## src/hdl/audio_event_pkg.sv

```systemverilog
package audio_event_pkg;
	// register addresses on the control serial port register map
	localparam logic [6:0] RX_FAULT_FLAGS_ADDR = 7'h18;
	localparam logic [6:0] RX_FAULT_ENABLES_ADDR = 7'h19;
	localparam logic [6:0] CONVERTER_FAULT_FLAGS_ADDR = 7'h1a;
	localparam logic [6:0] CONVERTER_FAULT_ENABLES_ADDR = 7'h1b;
	localparam logic [6:0] EVENT_SUMMARY_ADDR = 7'h1c;
	localparam logic [6:0] EVENT_SUMMARY_ENABLES_ADDR = 7'h1d;
	// reset values
	localparam logic [7:0] FLAGS_RESET = 8'h00;
	localparam logic [7:0] ENABLES_RESET = 8'h00;
	// receiver flag bit positions
	localparam int RX_VALIDITY_BIT = 7;
	localparam int RX_CHECKSUM_BIT = 3;
	localparam int RX_BIPHASE_BIT = 1;
	// receiver flags that latch until read; the rest track their source level
	localparam logic [7:0] RX_LATCHED_BITS = 8'h0a;
	// converter fault register fields
	localparam int CONV_STARVED_BIT = 3;
	localparam int CONV_LEFT_CLIP_BIT = 2;
	localparam int CONV_RIGHT_CLIP_BIT = 1;
	localparam int CONV_CLICK_BIT = 0;
	localparam logic [7:0] CONV_ENABLE_WRITABLE = 8'h07;
	// event summary fields
	localparam int SUM_CONVERTER_BIT = 7;
	localparam int SUM_TX_COLLISION_BIT = 6;
	localparam int SUM_TX_EMPTY_BIT = 5;
	localparam int SUM_TX_BLOCK_SENT_BIT = 4;
	localparam int SUM_RX_MISMATCH_BIT = 3;
	localparam int SUM_RX_USER_BIT = 2;
	localparam int SUM_RX_STATUS_BIT = 1;
	localparam int SUM_RECEIVER_BIT = 0;
	// mismatch bit has no enable and never interrupts
	localparam logic [7:0] SUM_ENABLE_WRITABLE = 8'hf7;

	// one-cycle event pulses from transmitter and receiver logic
	typedef struct packed {
		logic tx_status_write_collision;
		logic tx_user_buffer_empty;
		logic tx_status_block_sent;
		logic rx_status_ab_mismatch;
		logic rx_user_block_new;
		logic rx_status_block_new;
		logic rx_status_changed;
	} link_events_s;

	// rate converter conditions
	typedef struct packed {
		logic starved;
		logic left_clip;
		logic right_clip;
		logic fast_mode;
	} converter_events_s;
endpackage

```

## src/hdl/audio_event_flag_aggregator.sv

```systemverilog
// What this block does
// - receiver enable bit gates matching flag interrupt
// - converter flags: starved3, left2, right1, click0
// - starved flag set on too few cycles
// - left clip latched until converter flags read
// - right clip latched until converter flags read
// - click tracks fast mode, interrupts on change
// - converter enables bits 2..0, rest reserved
// - summary bit order converter down to receiver
// - converter summary held until summary read
// - collision bit set on write during copy
// - buffer empty bit held until summary read
// - block sent bit held until summary read
// - mismatch bit held, never interrupts
// - user block bit held until summary read
// - status block bit per change mode
// - receiver summary held until summary read
// - checksum and line faults latch until read
// - tracking receiver flags interrupt only on change
// - summary enable bit gates each summary bit except mismatch, which has none
`timescale 1ns/1ps
`default_nettype none
module audio_event_flag_aggregator (
	// clock and reset
	input wire logic I_REF_CLK,
	input wire logic I_RST,
	// register access from the control serial port front end
	input wire logic [6:0] I_REG_ADDR,
	input wire logic I_REG_WR,
	input wire logic I_REG_RD,
	input wire logic [7:0] I_REG_WDATA,
	output logic [7:0] O_REG_RDATA,
	// event sources
	input wire logic [7:0] I_RX_CONDITIONS,
	input wire audio_event_pkg::converter_events_s I_CONVERTER,
	input wire audio_event_pkg::link_events_s I_LINK,
	input wire logic I_RX_BUFFER_CHANGE_MODE,
	// interrupt to host
	output logic O_IRQ
);
	logic [7:0] rx_flags; // receiver flag register contents
	logic [7:0] rx_pending; // receiver flags owed an interrupt
	logic [7:0] rx_enables; // receiver fault enables
	logic [3:0] conv_flags; // converter fault flags
	logic click_pending; // click warning changed since last read
	logic [2:0] conv_enables; // converter fault enables
	logic [7:0] summary; // event summary register
	logic [7:0] summary_enables; // event summary enables
	logic rd_rx, rd_conv, rd_sum; // read strobes per register
	logic rx_irq; // any enabled receiver flag pending
	logic conv_irq; // any enabled converter flag pending
	logic [7:0] next_summary;

	assign rd_rx = I_REG_RD && I_REG_ADDR == audio_event_pkg::RX_FAULT_FLAGS_ADDR;
	assign rd_conv = I_REG_RD && I_REG_ADDR == audio_event_pkg::CONVERTER_FAULT_FLAGS_ADDR;
	assign rd_sum = I_REG_RD && I_REG_ADDR == audio_event_pkg::EVENT_SUMMARY_ADDR;

	// receiver flags, one slice per bit
	genvar g;
	generate
		for (g = 0; g < 8; g++) begin : g_rx
			if (audio_event_pkg::RX_LATCHED_BITS[g]) begin : g_latched
				// latch on error pulse; a new error beats the clearing read
				always_ff @(posedge I_REF_CLK) begin
					if (I_RST) begin
						rx_flags[g] <= 1'b0;
					end else if (I_RX_CONDITIONS[g]) begin
						rx_flags[g] <= 1'b1;
					end else if (rd_rx) begin
						rx_flags[g] <= 1'b0;
					end
				end
				assign rx_pending[g] = rx_flags[g];
			end else begin : g_tracked
				logic pend;
				// level follows source; only a change owes a new interrupt
				always_ff @(posedge I_REF_CLK) begin
					if (I_RST) begin
						rx_flags[g] <= 1'b0;
						pend <= 1'b0;
					end else begin
						rx_flags[g] <= I_RX_CONDITIONS[g];
						if (I_RX_CONDITIONS[g] != rx_flags[g]) begin
							pend <= 1'b1;
						end else if (rd_rx) begin
							pend <= 1'b0;
						end
					end
				end
				assign rx_pending[g] = pend;
			end
		end
	endgenerate

	// receiver interrupt request
	assign rx_irq = |(rx_pending & rx_enables);

	// converter flags: starved and clips latch, click tracks fast mode
	always_ff @(posedge I_REF_CLK) begin
		if (I_RST) begin
			conv_flags <= 4'h0;
			click_pending <= 1'b0;
		end else begin
			conv_flags[audio_event_pkg::CONV_STARVED_BIT] <= I_CONVERTER.starved ||
				(conv_flags[audio_event_pkg::CONV_STARVED_BIT] && !rd_conv);
			conv_flags[audio_event_pkg::CONV_LEFT_CLIP_BIT] <= I_CONVERTER.left_clip ||
				(conv_flags[audio_event_pkg::CONV_LEFT_CLIP_BIT] && !rd_conv);
			conv_flags[audio_event_pkg::CONV_RIGHT_CLIP_BIT] <= I_CONVERTER.right_clip ||
				(conv_flags[audio_event_pkg::CONV_RIGHT_CLIP_BIT] && !rd_conv);
			conv_flags[audio_event_pkg::CONV_CLICK_BIT] <= I_CONVERTER.fast_mode;
			// change wins over the clearing read
			if (I_CONVERTER.fast_mode != conv_flags[audio_event_pkg::CONV_CLICK_BIT]) begin
				click_pending <= 1'b1;
			end else if (rd_conv) begin
				click_pending <= 1'b0;
			end
		end
	end

	// starved has no enable, so it is readable but never interrupts
	assign conv_irq = (conv_flags[audio_event_pkg::CONV_LEFT_CLIP_BIT] && conv_enables[2]) ||
		(conv_flags[audio_event_pkg::CONV_RIGHT_CLIP_BIT] && conv_enables[1]) ||
		(click_pending && conv_enables[0]);

	// summary next value: events set, a read of the summary clears, set wins
	always_comb begin
		next_summary = rd_sum ? 8'h00 : summary;
		if (conv_irq) next_summary[audio_event_pkg::SUM_CONVERTER_BIT] = 1'b1;
		if (I_LINK.tx_status_write_collision) begin
			next_summary[audio_event_pkg::SUM_TX_COLLISION_BIT] = 1'b1;
		end
		if (I_LINK.tx_user_buffer_empty) begin
			next_summary[audio_event_pkg::SUM_TX_EMPTY_BIT] = 1'b1;
		end
		if (I_LINK.tx_status_block_sent) begin
			next_summary[audio_event_pkg::SUM_TX_BLOCK_SENT_BIT] = 1'b1;
		end
		if (I_LINK.rx_status_ab_mismatch) begin
			next_summary[audio_event_pkg::SUM_RX_MISMATCH_BIT] = 1'b1;
		end
		if (I_LINK.rx_user_block_new) begin
			next_summary[audio_event_pkg::SUM_RX_USER_BIT] = 1'b1;
		end
		// mode picks which receiver status event counts
		if (I_RX_BUFFER_CHANGE_MODE ? I_LINK.rx_status_changed : I_LINK.rx_status_block_new) begin
			next_summary[audio_event_pkg::SUM_RX_STATUS_BIT] = 1'b1;
		end
		if (rx_irq) next_summary[audio_event_pkg::SUM_RECEIVER_BIT] = 1'b1;
	end

	// summary register
	always_ff @(posedge I_REF_CLK) begin
		if (I_RST) begin
			summary <= audio_event_pkg::FLAGS_RESET;
		end else begin
			summary <= next_summary;
		end
	end

	// writable enables; writes to read-only or unmapped addresses are ignored
	always_ff @(posedge I_REF_CLK) begin
		if (I_RST) begin
			rx_enables <= audio_event_pkg::ENABLES_RESET;
			conv_enables <= 3'h0;
			summary_enables <= audio_event_pkg::ENABLES_RESET;
		end else if (I_REG_WR) begin
			if (I_REG_ADDR == audio_event_pkg::RX_FAULT_ENABLES_ADDR) begin
				rx_enables <= I_REG_WDATA;
			end
			if (I_REG_ADDR == audio_event_pkg::CONVERTER_FAULT_ENABLES_ADDR) begin
				conv_enables <= I_REG_WDATA[2:0];
			end
			if (I_REG_ADDR == audio_event_pkg::EVENT_SUMMARY_ENABLES_ADDR) begin
				summary_enables <= I_REG_WDATA & audio_event_pkg::SUM_ENABLE_WRITABLE;
			end
		end
	end

	// read data, registered one cycle after the read strobe; reserved reads zero
	always_ff @(posedge I_REF_CLK) begin
		if (I_RST) begin
			O_REG_RDATA <= 8'h00;
		end else if (I_REG_RD) begin
			unique case (I_REG_ADDR)
				audio_event_pkg::RX_FAULT_FLAGS_ADDR: O_REG_RDATA <= rx_flags;
				audio_event_pkg::RX_FAULT_ENABLES_ADDR: O_REG_RDATA <= rx_enables;
				audio_event_pkg::CONVERTER_FAULT_FLAGS_ADDR: begin
					O_REG_RDATA <= {4'h0, conv_flags};
				end
				audio_event_pkg::CONVERTER_FAULT_ENABLES_ADDR: begin
					O_REG_RDATA <= {5'h00, conv_enables};
				end
				audio_event_pkg::EVENT_SUMMARY_ADDR: O_REG_RDATA <= summary;
				audio_event_pkg::EVENT_SUMMARY_ENABLES_ADDR: O_REG_RDATA <= summary_enables;
				default: O_REG_RDATA <= 8'h00; // unmapped
			endcase
		end
	end

	// interrupt, one cycle behind the summary so it comes from a flop
	always_ff @(posedge I_REF_CLK) begin
		if (I_RST) begin
			O_IRQ <= 1'b0;
		end else begin
			O_IRQ <= |(summary & summary_enables);
		end
	end
endmodule
`default_nettype wire

```

## config.mk

```make
export PLATFORM = sky130hd
export DESIGN_NAME = audio_event_flag_aggregator
export DESIGN_NICKNAME = d
export VERILOG_FILES = /design/src/hdl/audio_event_pkg.sv /design/src/hdl/audio_event_flag_aggregator.sv
export SDC_FILE = /design/constraint.sdc
export NUM_CORES = 1
export LEC_CHECK = 0
export CAP_MARGIN = 25
export CORE_ASPECT_RATIO = 1.5
export CORE_MARGIN = 2
export CORE_UTILIZATION = 35
export DETAILED_ROUTE_END_ITERATION = 10
export DONT_BUFFER_PORTS = 1
export SLEW_MARGIN = 20
export SYNTH_ARGS = -nofsm -noshare
export SYNTH_HDL_FRONTEND = slang
export SYNTH_SLANG_ARGS = --single-unit
```

## constraint.sdc

```tcl
create_clock -name I_REF_CLK -period 1.7 [get_ports I_REF_CLK]
set_input_delay 0.085 -clock I_REF_CLK [delete_from_list [all_inputs] [get_ports I_REF_CLK]]
set_output_delay 0.085 -clock I_REF_CLK [all_outputs]
set_load 0.01 [all_outputs]
```

# After elaboration in Yosys (flattened, before gate mapping)
# Index checks and enable logic that the tools add are counted.
dict set report op_classes {
  eq_ne 13
  muxes 22
  bitwise 2
  n_reduce_logical 37
}
# operator n
set ops {}
lappend ops {{8-bit one-hot mux with 6 select lines} 1}
lappend ops {{7-bit by 5-bit equality test with 1-bit output (second input constant)} 6}
lappend ops {{2-bit nonzero test} 17}
lappend ops {{1-bit 2-to-1 mux} 20}
lappend ops {{8-bit bitwise AND} 2}
lappend ops {{8-bit OR reduction} 2}
lappend ops {{1-bit logical AND} 9}
lappend ops {{8-bit 2-to-1 mux} 1}
lappend ops {{1-bit != test} 7}
lappend ops {{2-bit AND reduction} 3}
lappend ops {{1-bit logical OR} 5}
lappend ops {{1-bit zero test} 1}
dict set report word_totals {
  reg_bits 54
  in_bits 39
  output_inout_bits 9
  wordCells 103
}

# Longest topological paths before layout
dict set report depth {
  word_depth 5
  ltp_mapped 6
  mapped_depth_nobuf 4
}

# Worst setup path before layout
# No wires, ideal clock.
dict set report synth_timing {
  path_type {input to register}
  from {input I_REG_ADDR[0]}
  to {register O_REG_RDATA[7]}
  setup_time_ps 117
  arrival_time_ps 1192
  required_time_ps 1583
  path_slack_ps 391
  cell_stages 5
  path_buffers 2
  path_cell_list {buf_2 -> buf_1 -> mux2i_1 -> o22ai_1 -> a22o_1}
}
dict set report synth_between {
  elab_chain_len 2
  word_cells_on_any_way 7
  classes_between {eq/ne: 6; mux: 1}
}
# element line_no
set synth_lines {}
lappend synth_lines {{start: declaration} audio_event_flag_aggregator.sv:28} ;# input wire logic [6:0] I_REG_ADDR,
lappend synth_lines {{7-bit by 5-bit equality test with 1-bit output} audio_event_flag_aggregator.sv:184} ;# unique case (I_REG_ADDR)
lappend synth_lines {{8-bit one-hot mux with 6 select lines (*)} audio_event_flag_aggregator.sv:184}
lappend synth_lines {{end signal: assignment} audio_event_flag_aggregator.sv:185} ;# audio_event_pkg::RX_FAULT_FLAGS_ADDR: O_REG_RDATA <= rx_flags;
lappend synth_lines {{end signal: assignment} audio_event_flag_aggregator.sv:186} ;# audio_event_pkg::RX_FAULT_ENABLES_ADDR: O_REG_RDATA <= rx_enables;
lappend synth_lines {{end signal: assignment} audio_event_flag_aggregator.sv:188} ;# O_REG_RDATA <= {4'h0, conv_flags};
lappend synth_lines {{end: declaration} audio_event_flag_aggregator.sv:32} ;# output logic [7:0] O_REG_RDATA,
# Every way passes the cells marked *; elsewhere a longest branch is shown, timed or not.
# A chain may end at the register's enable or synchronous reset.

# Worst setup path after layout
dict set report layout_timing {
  from {input I_LINK[1] (netlist name)}
  to {register summary[1]}
}
dict set report layout_between {
  elab_chain_len 2
  word_cells_on_any_way 3
  classes_between {mux: 2; reduce/logical: 1}
}
# element line_no
set layout_lines {}
lappend layout_lines {{start: declaration} audio_event_flag_aggregator.sv:36} ;# input wire audio_event_pkg::link_events_s I_LINK,
lappend layout_lines {{1-bit 2-to-1 mux (*)} audio_event_flag_aggregator.sv:145} ;# if (I_RX_BUFFER_CHANGE_MODE ? I_LINK.rx_status_changed : I_LINK.rx_status_block_new) begin
lappend layout_lines {{1-bit 2-to-1 mux / 2-bit nonzero test (equally long branches)} -}
lappend layout_lines {{end signal: assignment} audio_event_flag_aggregator.sv:154} ;# summary <= audio_event_pkg::FLAGS_RESET;
lappend layout_lines {{end signal: assignment} audio_event_flag_aggregator.sv:156} ;# summary <= next_summary;
lappend layout_lines {{end: declaration} audio_event_flag_aggregator.sv:47} ;# logic [7:0] summary;
# Marked as above.

==> results.cfg <==
[status]
status = finished clean

[routing]
ant_nets = 0
drt-vias-per-instance = 5.276
drt-pass1-iter-count = 4
drcViolationCount = 0
vias = 1757
finalWirelength_um = 5669
drtIter0Drc = 66
drt-wirelength-per-cell_um = 17.02

[placed_design]
io_buffers = 0
dpl.hpwl_um = 4153
place.gp.congestion = 0.7392

[setup_path]
crit_fanout = 1
crit_slowest_cell = dlygate4sd3_1
start_kind = input pin
arrival_ps = 1350
cp_num_buf_inv = 2
worstSetupPathType = input pin to flip-flop
path_cells = dlygate4sd3_1 > mux2i_1 > dlygate4sd3_1 > a21oi_1
crit_top_cell = dlygate4sd3_1
cp.required_ps = 1920
cp-end-kind = flip-flop
cp_slowest_stage_delay_ps = 560
crit_family = buffers and inverters

[clock_network]
cts_sinks = 54
clock_latency_ps = 320
cts.clk_slew.worst_paths_ps = 110
cts_setup_buffers = 0
ctsHoldBuffers = 29
cts_tree = built
clock_path_buffers = 2
ctsResizeCount = 0
cts-root-buf = clkbuf_8
numCtsBuffers = 5
htreeDepth = 2

[layout]
final_nets = 295
layout_commonest_cell = dfxtp_1
nFillCells = 633
drive_above_1_share_pct = 7.004
diodes = 0
layout_common_cells = dfxtp_1, nor2_1, mux2i_1
syn2layout_area_growth_pct = 20.68

[logic_synthesis]
synthXorXnorAreaFrac_pct = 2.673
synth-seq-area-share_pct = 47.14
synthesis.area_um2 = 2293
syn_inst = 230
synth.area.top_cells = dfxtp_1, mux2i_1, nor2_1
synth_warnings = 0
synth_top_cell_area_share_pct = 47.14
synth_ff_type = dfxtp_1
synth-simple-area-share_pct = 18.11
synthMuxAreaShare_pct = 16.20
ys_ff_latch = 54
synth_top_family_by_area = simple AND/OR/NAND/NOR gates
syn_avg_cell_area_um2 = 9.972
synth.distinct_cells = 33
synthAdderAreaFrac_pct = 0
synth-async-reset-ratio_pct = 0
synth_edf_count = 0
synth_fp_nets = 269
synth_compound_area_share_pct = 13.37
yosysTopAreaCell = dfxtp_1

[timing]
drv_slew = 0
hold_viol_final = 0
setup_tns_ps = 0
tightest_slew_ps = 565.5
fin_crit_sh_pct = 66.72
fmax_ghz = 0.8817
grt_setup_unrepaired = no
period_minus_slack_ps = 1134
setup_viol = 0
max-slew-margin-rel_pct = 62.16
fin_worst_skew_ps = 9.246

[pwr]
max-vdd-ir-drop_v = 0.0003075
power_density_nw_per_um2 = 882.4
total_power_mw = 2.442
p_leak_nw = 1.003

[floorplanning]
row_count = 36
die_y_um = 103.1
ioPinCount = 48
die_w_um = 70.10
start_util_pct = 35.61
coreArea_um2 = 6441
dieArea_um2 = 7230

[grt]
grtUsageTotal_pct = 15.98
grt_overflow = 0
grt_pass1_vias = 1780
grt_start_max_net_pins = 48
grt_pass1_wl_um = 8907
grt_antenna_before_repair = 0

[min_path]
hp-class = input pin to flip-flop

[flow_run]
max_cap_viol_count = 0
final timing paths:
kind | cells after the start | start | end | slack [ps]
min reg2reg | 2 | summary[7] | summary[7] | 490
max | 4 | I_LINK[1] | summary[1] | 570
max reg2reg | 4 | rx_flags[3] | O_REG_RDATA[3] | 610
min | 3 | I_RX_CONDITIONS[2] | g_rx[2].g_tracked.pend | 2
power by group:
| group | switching [mW] | leakage, nW | internal [mW] |
|---|---|---|---|
| Clock | 0.461 | 0.0563 | 0.449 |
| Combinational | 0.0812 | 0.503 | 0.108 |
| Sequential | 0.0332 | 0.443 | 1.31 |
| Total | 0.576 | 1.00 | 1.87 |
cells by family (layout without fill, tap and decap cells):
logic type,after synthesis,in the layout
and+or+nand+nor,72,72
DFF,54,54
AOI/OAI and AO/OA,47,47
muxes,37,37
buffers and inverters,13,40
xor gates and xnor gates,7,7
routing by layer:
layer	vias to the layer above	routed length, µm	track usage, %
met5	-	0	0
met4	0	140	7.544
met3	11	214	2.933
met2	42	3009	30.33
met1	821	2305	17.05
li1	883	-	-
worst reg2reg max path: cells and delay by family (launching register included):
family,cells,cell delay [ps]
flops,1,360
simple gates,1,90
mux,1,280
compound gates,2,270
state kept, by name, summed over array words and instances (netlist names):
signal	cells
rx_flags	8
conv_flags	4
conv_enables	3
O_REG_RDATA	8
g_rx.g_tracked.pend	6
click_pending	1
summary	8
summary_enables	7
O_IRQ	1
rx_enables	8
layout make-up:
type | count | area [µm²] | share of cell area (%)
Timing Repair Buffer | 31 | 315.3 | 11.39
Sequential cell | 54 | 1081 | 39.06
Inverter | 1 | 3.754 | 0.1356
Multi-Input combinational cell | 163 | 1155 | 41.73
Clock inverter | 3 | 48.80 | 1.763
Tap cell | 76 | 95.09 | 3.436
Clock buffer | 5 | 68.82 | 2.486
synthesized netlist by cell type (3+ instances only):
cell type / n
o221ai_1: 3
nand4b_1: 3
xor2_1: 7
o22ai_1: 4
nand3_1: 3
clkbuf_1: 6
mux2i_1: 36
a22oi_1: 6
nand2_1: 8
nor2b_1: 8
dfxtp_1: 54
a22o_1: 4
o22a_1: 3
a21oi_1: 22
buf_2: 4
nor2_1: 38
per-stage QoR:
step	hold slack [ps]	setup WS, ps	instance area [µm²]	instances	utilization (%)
2_1_floorplan	202.4	391.5	2293	230	-
6_report	2.388	565.8	2768	333	42.97
5_1_grt	44.13	495.2	2768	333	42.97
3_3_place_gp	159.7	334.8	2350	296	36.48
3_5_place_dp	162.0	279.3	2350	296	36.48
4_1_cts	2.716	566.4	2768	333	42.97
Note: power is estimated with default switching activity, not from simulation.
